==> config.mk <==
export PLATFORM = sky130hd
export DESIGN_NAME = fic_regs
export DESIGN_NICKNAME = d
export VERILOG_FILES = /design/src/verilog/fic_pkg.sv /design/src/verilog/fic_uframe_timer.sv /design/src/verilog/fic_regs.sv
export VERILOG_INCLUDE_DIRS = /design/src /design/src/verilog
export SDC_FILE = /design/constraint.sdc
export NUM_CORES = 1
export LEC_CHECK = 0
export BUFFER_PORTS_ARGS = -buffer_cell sky130_fd_sc_hd__buf_4
export CORE_MARGIN = 2
export CORE_UTILIZATION = 51
export CTS_BUF_LIST = sky130_fd_sc_hd__clkbuf_2 sky130_fd_sc_hd__clkbuf_4 sky130_fd_sc_hd__clkbuf_8
export DETAILED_ROUTE_END_ITERATION = 8
export PLACE_DENSITY = 0.93
export SLEW_MARGIN = 25
export SYNTH_ARGS = -nofsm -noshare
export SYNTH_HDL_FRONTEND = slang
export SYNTH_SLANG_ARGS = --single-unit
==> constraint.sdc <==
create_clock -name ref_clk -period 2.43 [get_ports ref_clk]
set_clock_uncertainty 0.05 [all_clocks]
set_input_delay 0.243 -clock ref_clk [delete_from_list [all_inputs] [get_ports ref_clk]]
set_output_delay 0.243 -clock ref_clk [all_outputs]
set_load 0.01 [all_outputs]
==> src/verilog/fic_map.svh <==
/*
 Offsets, field positions, reset values and timing counts for the frame
 index and configure flag register slice.
 Assumes a 10 MHz controller clock and a 32-bit word register port.
*/
`ifndef FIC_MAP_SVH
`define FIC_MAP_SVH

`define FIC_OFF_INTR_EN 8'h28
`define FIC_OFF_UF_INDEX 8'h2c
`define FIC_OFF_CONFIG 8'h60
`define FIC_UF_INDEX_W 14
`define FIC_UF_INDEX_RST 14'h0000
`define FIC_LIST_LSB 3
`define FIC_CFG_BIT 0
`define FIC_CFG_RST 1'b0
`define FIC_CLK_NS 100
`define FIC_UFRAME_NS 125000
`define FIC_UFRAME_CYC (`FIC_UFRAME_NS / `FIC_CLK_NS)
`define FIC_NUM_PORTS 3

`endif

==> src/verilog/fic_pkg.sv <==
/*
 Types shared by the frame index and configure flag register slice.
 Assumes fic_map.svh is on the include path.
*/
`include "fic_map.svh"

package fic_pkg;

	typedef logic [`FIC_UF_INDEX_W-1:0] fic_index_t;

	// Frame list size selector: 1024, 512 or 256 entries
	typedef enum logic [1:0] {
		FIC_FLS_1024,
		FIC_FLS_512,
		FIC_FLS_256,
		FIC_FLS_RSVD
	} fic_fls_e;

	typedef struct packed {
		logic wr;
		logic rd;
		logic [7:0] addr;
		logic [31:0] wdata;
	} fic_bus_req_s;

	typedef struct packed {
		fic_index_t frame_number;
		logic [9:0] list_index;
		logic rollover;
	} fic_frame_s;

endpackage : fic_pkg

==> src/verilog/fic_uframe_timer.sv <==
/*
 Microframe timer: pulses once per 125 us while the controller runs.
 Assumes the 10 MHz controller clock and a synchronous active-high reset.
*/
`timescale 1ns/1ps
`include "fic_map.svh"

module fic_uframe_timer
	import fic_pkg::*;
(
	// Clock and reset
	input wire logic ref_clk,
	input wire logic sys_rst,
	// Control
	input wire logic run,
	input wire logic restart,
	// Event
	output logic tick
);

	localparam int CYC = `FIC_UFRAME_CYC;
	logic [10:0] count;
	logic [10:0] next_count;
	logic next_tick;

	always_comb begin
		next_count = count;
		next_tick = 1'b0;
		if (!run || restart) begin
			next_count = 11'h000;
		end else if (count == 11'(CYC - 1)) begin
			next_count = 11'h000;
			next_tick = 1'b1;
		end else begin
			next_count = count + 11'h001;
		end
	end

	always_ff @(posedge ref_clk) begin
		if (sys_rst) begin
			count <= 11'h000;
			tick <= 1'b0;
		end else begin
			count <= next_count;
			tick <= next_tick;
		end
	end

	property p_tick_period;
		@(posedge ref_clk) disable iff (sys_rst)
		tick |-> $past(count) == 11'(CYC - 1);
	endproperty
	a_tick_period: assert property (p_tick_period)
		else $error("microframe tick off period");

endmodule : fic_uframe_timer

==> src/verilog/fic_regs.sv <==
/*
 Frame index and configure flag register slice of the host controller.
 Assumes a word-wide register port with one-cycle read and write strobes;
 run_stop and frame_list_size come from the command register outside.
*/
// Function
// - Interrupt-enable register at 0x28 is all reserved and reads zero.
// - Frame index advances once per 125 us microframe.
// - Frame index bits from 3 up select the periodic list entry.
// - A frame index write changes later start-of-frame numbers.
// - Bits 13:0 serve as frame number, bits 12:3 as list index.
// - Frame index at 0x2c, 14-bit read/write, resets to zero.
// - Configure flag at 0x60 bit 0, read/write, resets to zero.
// - Configure flag drives default port routing.
// - Run/stop 1 runs, 0 stops; schedule runs only when set.
// - Rollover flag pulses when the list index wraps to zero.
// - Port owner clears on flag rise, held at one while flag is zero.
`timescale 1ns/1ps
`include "fic_map.svh"

module fic_regs
	import fic_pkg::*;
(
	// Clock and reset
	input wire logic ref_clk,
	input wire logic sys_rst,
	// Register port
	input wire fic_bus_req_s bus_req,
	input wire logic [3:0] bus_be,
	output logic [31:0] bus_rdata,
	output logic bus_rvalid,
	// Command register fields
	input wire logic run_stop,
	input wire logic [1:0] frame_list_size,
	// Port owner write requests from port registers
	input wire logic [`FIC_NUM_PORTS-1:0] port_owner_wr,
	input wire logic [`FIC_NUM_PORTS-1:0] port_owner_wdata,
	// Frame outputs
	output fic_frame_s frame,
	output logic frame_list_rollover,
	output logic schedule_run,
	output logic configured_bit,
	output logic [`FIC_NUM_PORTS-1:0] port_owner
);

	fic_index_t microframe_index;
	fic_index_t next_index;
	logic next_cfg;
	logic next_rollover;
	logic [9:0] next_list;
	logic [31:0] next_rdata;
	logic [`FIC_NUM_PORTS-1:0] next_owner;
	logic tick;
	logic idx_wr;
	logic cfg_wr;
	logic [9:0] list_mask;

	fic_uframe_timer u_timer (
		.ref_clk(ref_clk),
		.sys_rst(sys_rst),
		.run(run_stop),
		.restart(idx_wr),
		.tick(tick)
	);

	assign idx_wr = bus_req.wr && bus_req.addr == `FIC_OFF_UF_INDEX
		&& bus_be == 4'hf;
	assign cfg_wr = bus_req.wr && bus_req.addr == `FIC_OFF_CONFIG
		&& bus_be[0];

	always_comb begin
		unique case (fic_fls_e'(frame_list_size))
			FIC_FLS_512: list_mask = 10'h1ff;
			FIC_FLS_256: list_mask = 10'h0ff;
			default: list_mask = 10'h3ff;
		endcase
	end

	// Frame index and rollover
	always_comb begin
		next_index = microframe_index;
		next_rollover = 1'b0;
		if (idx_wr) begin
			next_index = bus_req.wdata[`FIC_UF_INDEX_W-1:0];
		end else if (tick) begin
			next_index = microframe_index + 14'h0001;
			next_rollover = (next_index[12:3] & list_mask) == 10'h000
				&& microframe_index[2:0] == 3'h7;
		end
		next_list = next_index[12:`FIC_LIST_LSB] & list_mask;
	end

	// Configure flag and port owners
	always_comb begin
		next_cfg = configured_bit;
		if (cfg_wr) begin
			next_cfg = bus_req.wdata[`FIC_CFG_BIT];
		end
		for (int i = 0; i < `FIC_NUM_PORTS; i++) begin
			next_owner[i] = port_owner[i];
			if (port_owner_wr[i]) begin
				next_owner[i] = port_owner_wdata[i];
			end
			if (!next_cfg) begin
				next_owner[i] = 1'b1;
			end else if (!configured_bit) begin
				next_owner[i] = 1'b0;
			end
		end
	end

	// Read data
	always_comb begin
		next_rdata = 32'h0000_0000;
		unique case (bus_req.addr)
			`FIC_OFF_INTR_EN: next_rdata = 32'h0000_0000;
			`FIC_OFF_UF_INDEX: next_rdata = {18'h00000, microframe_index};
			`FIC_OFF_CONFIG: next_rdata = {31'h00000000, configured_bit};
			default: next_rdata = 32'h0000_0000;
		endcase
	end

	always_ff @(posedge ref_clk) begin
		if (sys_rst) begin
			microframe_index <= `FIC_UF_INDEX_RST;
			configured_bit <= `FIC_CFG_RST;
			port_owner <= {`FIC_NUM_PORTS{1'b1}};
			frame <= '0;
			frame_list_rollover <= 1'b0;
			schedule_run <= 1'b0;
			bus_rdata <= 32'h0000_0000;
			bus_rvalid <= 1'b0;
		end else begin
			microframe_index <= next_index;
			configured_bit <= next_cfg;
			port_owner <= next_owner;
			frame.frame_number <= next_index;
			frame.list_index <= next_list;
			frame.rollover <= next_rollover;
			frame_list_rollover <= next_rollover;
			schedule_run <= run_stop;
			bus_rdata <= bus_req.rd ? next_rdata : 32'h0000_0000;
			bus_rvalid <= bus_req.rd;
		end
	end

	property p_intr_zero;
		@(posedge ref_clk) disable iff (sys_rst)
		bus_req.rd && bus_req.addr == `FIC_OFF_INTR_EN |=> bus_rdata == 0;
	endproperty
	a_intr_zero: assert property (p_intr_zero)
		else $error("interrupt enable read nonzero");

	property p_index_hold;
		@(posedge ref_clk) disable iff (sys_rst)
		!tick && !idx_wr |=> $stable(microframe_index);
	endproperty
	a_index_hold: assert property (p_index_hold)
		else $error("frame index moved without tick");

	property p_index_step;
		@(posedge ref_clk) disable iff (sys_rst)
		tick && !idx_wr |=> microframe_index == 14'($past(microframe_index) + 1);
	endproperty
	a_index_step: assert property (p_index_step)
		else $error("frame index bad step");

	property p_list;
		@(posedge ref_clk) disable iff (sys_rst)
		##1 frame.list_index == (microframe_index[12:3] & $past(list_mask));
	endproperty
	a_list: assert property (p_list)
		else $error("list index mismatch");

	property p_sof;
		@(posedge ref_clk) disable iff (sys_rst)
		##1 frame.frame_number == microframe_index;
	endproperty
	a_sof: assert property (p_sof)
		else $error("frame number mismatch");

	property p_write;
		@(posedge ref_clk) disable iff (sys_rst)
		idx_wr |=> microframe_index == $past(bus_req.wdata[13:0]);
	endproperty
	a_write: assert property (p_write)
		else $error("frame index write lost");

	property p_cfg_read;
		@(posedge ref_clk) disable iff (sys_rst)
		bus_req.rd && bus_req.addr == `FIC_OFF_CONFIG
		|=> bus_rdata == {31'h0, $past(configured_bit)};
	endproperty
	a_cfg_read: assert property (p_cfg_read)
		else $error("configure flag read wrong");

	property p_owner;
		@(posedge ref_clk) disable iff (sys_rst)
		!configured_bit |-> port_owner == {`FIC_NUM_PORTS{1'b1}};
	endproperty
	a_owner: assert property (p_owner)
		else $error("port owner not held while unconfigured");

	property p_rise;
		@(posedge ref_clk) disable iff (sys_rst)
		$rose(configured_bit) |-> port_owner == '0;
	endproperty
	a_rise: assert property (p_rise)
		else $error("port owner not cleared on configure");

	property p_roll;
		@(posedge ref_clk) disable iff (sys_rst)
		frame_list_rollover |-> (frame.list_index == 10'h000);
	endproperty
	a_roll: assert property (p_roll)
		else $error("rollover without wrap");

	c_tick: cover property (@(posedge ref_clk) tick);
	c_roll: cover property (@(posedge ref_clk) frame_list_rollover);
	c_cfg: cover property (@(posedge ref_clk) $rose(configured_bit));

endmodule : fic_regs

* Word level (Yosys, flattened, before mapping)
Index checks and enable logic that the tools add are counted.
** Word-level totals
- Register bits :: 75
- Output and inout port bits :: 64
- Word-level logic and storage cells :: 56
** Operators by class
- $add $sub $neg :: 2
- Equality and inequality tests :: 10
- Muxes and demuxes :: 12
- Bitwise gates (word level) :: 5
- Reductions and logical operators :: 14
** Operators with widths (number)
- two-way mux 14 bit :: 2
- case mux 14 bit (2 select lines) :: 1
- bitwise AND 10 bit :: 2
- case mux 10 bit (2 select lines) :: 1
- adder 14 x 1 -> 14 bit (second input constant) :: 1
- adder 11 x 1 -> 11 bit (second input constant) :: 1
- equality test 11 bit (second input constant) :: 1
- zero test 10 bit :: 1
- equality test 8 x 6 -> 1 bit (second input constant) :: 1
- equality test 8 x 7 -> 1 bit (second input constant) :: 1
- two-way mux 1 bit :: 8
- != test 2 bit (second input constant) :: 3
- OR reduction 2 bit :: 3
- OR reduction 3 bit :: 2
- logical AND 1 bit :: 5
- equality test 4 bit (second input constant) :: 1
- equality test 3 bit (second input constant) :: 1
- NOT 1 bit :: 3
- equality test 2 x 1 -> 1 bit (second input constant) :: 1
- equality test 2 bit (second input constant) :: 1
- nonzero test 2 bit :: 1
- zero test 1 bit :: 1
- logical OR 1 bit :: 1

* Logic depth before layout (Yosys ltp)
- Depth after elaboration :: 6
- Mapped depth :: 8
- Depth with buffers taken out :: 7

* Cells and area by module
A second synthesis with hierarchy kept.
** Second synthesis, totals
- Cells, all modules :: 269
- Area, all modules :: 2501.1 um^2
** By module, submodules not included
- fic_regs :: times used 1, cells an instance 211, area an instance 1955.6 um^2, seq. area each 740.7 um^2
- fic_uframe_timer :: times used 1, cells an instance 58, area an instance 545.5 um^2, seq. area each 240.2 um^2

* Worst setup path after synthesis
No wires, ideal clock.
- Kind :: register to register
- Start point :: register frame[4] (netlist name)
- End point :: register frame[9] in the netlist's numbering
- Arrival :: 1.473 ns
- Data required time :: 2.277 ns
- Setup slack :: 0.804 ns
- Cell stages (with the launch flop) :: 7
- Path buffers :: 1
- Path through :: dfxtp_1 > buf_2 > and4_1 > nand4_1 > nor2_1 > xnor2_1 > a2111oi_2
** RTL lines
- end: declaration :: RTL line fic_regs.sv:39 : output fic_frame_s frame,

* Worst setup path after layout
- Start point :: register microframe_index[2]
- End point :: register microframe_index[13]
** Between the ends
- Word-level cells in the longest chain between the ends :: 3
** RTL lines
- start: declaration :: RTL line fic_regs.sv:46 : fic_index_t microframe_index;
- start signal: assignment :: RTL line fic_regs.sv:125 : microframe_index <= `FIC_UF_INDEX_RST;
- start signal: assignment :: RTL line fic_regs.sv:134 : microframe_index <= next_index;
- adder 14 x 1 -> 14 bit :: RTL line fic_regs.sv:86 : next_index = microframe_index + 14'h0001;
- two-way mux 14 bit :: RTL line fic_regs.sv:85 : end else if (tick) begin
- two-way mux 14 bit :: RTL line fic_regs.sv:83 : if (idx_wr) begin
Every way passes these cells. The select of a mux whose other input is x is not followed.
A chain may end at the register's enable or synchronous reset.

==> impl_metrics.tcl <==
set metrics [dict create \
    final_cell_mix "buf_4 (86), dfxtp_1 (49), nor2_1 (39), nand2_1 (20), conb_1 (18)" \
    drt-wirelength-per-cell_um 13.0 \
    postCtsSetupBuffers 0 \
    drc_errors 0 \
    rsz0062_at_grt "no" \
    status "complete, no violations" \
    worstPathArrival_ns 2.06 \
    wirelength_um 5310 \
    placedInstanceArea_um2 2990 \
    core-area_um2 4720 \
    grt_pass1_wl_um 8420 \
    grt_overflow 0 \
    routed-via-count 2061 \
    yosysUniqueCellTypes 43 \
    gr-usage-all-layers_pct 19.9 \
    n_antenna_cell 0 \
    rows 25 \
    tritoncts "done" \
    synth-edff-count 0 \
    numCtsBuffers 5 \
    yosysSeqAreaShare_pct 39.5 \
    cp_max_fo 10 \
    netlist_top_cells_area "dfxtp_1 (40%), buf_4 (8.2%), nor2_1 (5.9%), xnor2_1 (5.3%), a211oi_2 (4.5%)" \
    grt_pass1_vias 1895 \
    worstReg2RegStart "microframe_index[2]$_SDFFE_PP0P_" \
    synth_area_leader_cell "dfxtp_1" \
    hold_path.class "primary input to register" \
    via_per_inst 5.04 \
    cts.clk_slew.worst_paths_ns 0.09 \
    gp_congestion 0.935 \
    place.detailed.instances 401 \
    r2r_end "microframe_index[13]$_SDFFE_PP0P_" \
    final_cell_area_um2 3080 \
    clock_path_buffers 2 \
    io_pins 121 \
    die_h_um 73.8 \
    drv_cap 0 \
    hold_violations 0 \
    worstSetupStartpoint "microframe_index[2]$_SDFFE_PP0P_" \
    clock_latency_ns 0.30 \
    setup_violations 0 \
    fin_util_pct 65.3 \
    port-buffer-count 84 \
    hp-start "bus_req[12]" \
    antenna_found_initial 0 \
    cts_sinks 49 \
    grt_max_degree 21 \
    drtIter0Drc 142 \
    period_share_pct 77.6 \
    post-place-ws_ns 0.367 \
    reg2reg_depth 5 \
    ant_nets 0 \
    synthFlopType "dfxtp_1" \
    worstHoldEndpoint "microframe_index[12]$_SDFF_PP0_" \
    p_total_mw 1.39 \
    root_buffer "clkbuf_8" \
    h-tree-depth 2 \
    setup.worst_path.class "register to register" \
    fin_ws_ns 0.544 \
    layout.nets 403 \
    final_layout_size_suffix_gt1_share_pct 33.3 \
    initial_core_util_pct 52.6 \
    avgSynthCellArea_um2 9.06 \
    min_delay_path_depth 3 \
    rrSetupSlack_ns 0.54 \
    ys_ff_latch 49 \
    synthCells 274 \
    fin_crit_ns 1.89 \
    p_per_area_nw_per_um2 451 \
    post_cts_resize_count 0 \
    ir_drop_mv 0.421 \
    hold_buffers 0 \
    layout.cells.non_filler 409 \
    drt-pass1-iter-count 4 \
    ys_async_sr_fraction_pct 0 \
    yosys_warnings 0 \
    syn_area_um2 2480 \
    layout_commonest_cell "buf_4" \
    hold_ws_ns 0.151 \
    leakage_nw 1.26 \
    dp_hpwl_um 4070 \
    crit_path_start_kind "register" \
    maxSlewViolCount 0 \
    dieArea_um2 5440 \
    tns_ns 0 \
    required_ns 2.60 \
    area_growth_syn_to_layout_pct 24.2 \
    fmax_ghz 0.530 \
    synth_top_area_share_pct 39.5 \
    fp.dieW_um 73.8 \
    end_kind "register" \
]
-- state kept, by name, indices dropped and copies added, names as in the netlist --
register,count
u_timer.tick,1
bus_rvalid,1
bus_rdata,14
u_timer.count,11
port_owner,3
frame_list_rollover,1
frame,10
schedule_run,1
microframe_index,6
configured_bit,1
-- kinds of logic after synthesis --
kind of cell / after synthesis / share of synthesized area, %
AND/OR/NAND/NOR: 116 / 24.1
flip-flops: 49 / 39.5
buffers and inverters: 47 / 12.2
XOR/XNOR: 25 / 8.82
AO/OA/AOI/OAI: 24 / 9.73
multiplexers: 7 / 2.97
adder cells (fa/ha/maj): 5 / 2.52
other: 1 / 0.151
-- metal layers --
| metal | global-route usage [%] | vias up | wire length [um] | share of wire, % |
|---|---|---|---|---|
| met5 | 0 | - | 0 | 0 |
| met4 | 8.48 | 0 | 91 | 1.7 |
| met2 | 36.9 | 63 | 2900 | 55 |
| met1 | 20.9 | 970 | 2060 | 39 |
| li1 | - | 1020 | - | - |
| met3 | 5.21 | 8 | 258 | 4.9 |
-- layout make-up --
cell class,instances,area [um2]
clock inverter,2,13.8
tap,67,83.8
fill,389,1640
inverter,4,15.0
sequential,49,981
multi-input combinational,195,1260
timing repair buffer,86,646
clock buffer,6,82.6
-- cells in the mapped netlist, types with 2 or more instances --
master / n
a211oi_1: 4
a211oi_2: 9
and2_1: 12
and3_1: 3
and4_1: 2
buf_2: 8
buf_4: 27
buf_6: 2
clkbuf_1: 6
dfxtp_1: 49
ha_1: 5
inv_1: 4
mux2_2: 3
mux2i_1: 4
nand2_1: 20
nand3_1: 15
nand4_1: 5
nor2_1: 39
nor2b_1: 2
nor3_1: 6
nor4_1: 3
o2111a_1: 2
xnor2_1: 15
xor2_1: 10
-- worst max-delay path: stages (launching register included) --
cell      delay (ns)
dfxtp_1         0.51
and3_1          0.27
nand3_1         0.17
nor4_1          0.46
xnor2_1         0.14
a211oi_2        0.21
-- worst max path at each step --
stage	end	slack (ns)
after detailed placement	u_timer.count[6]$_SDFF_PP0_	0.37
after global placement	u_timer.count[6]$_SDFF_PP0_	0.45
after CTS	frame[10]$_SDFF_PP0_	0.55
after global routing	frame[10]$_SDFF_PP0_	0.35
after floorplan	frame[9]$_SDFF_PP0_	0.80
final	microframe_index[13]$_SDFFE_PP0P_	0.54
-- where the power goes --
part	switching (mW)	total (mW)	internal, mW	leakage (nW)
clock network	0.257	0.488	0.231	0.0512
registers	0.00237	0.808	0.806	0.395
logic	0.0454	0.0965	0.0512	0.814
(Power assumes the default switching activity.)
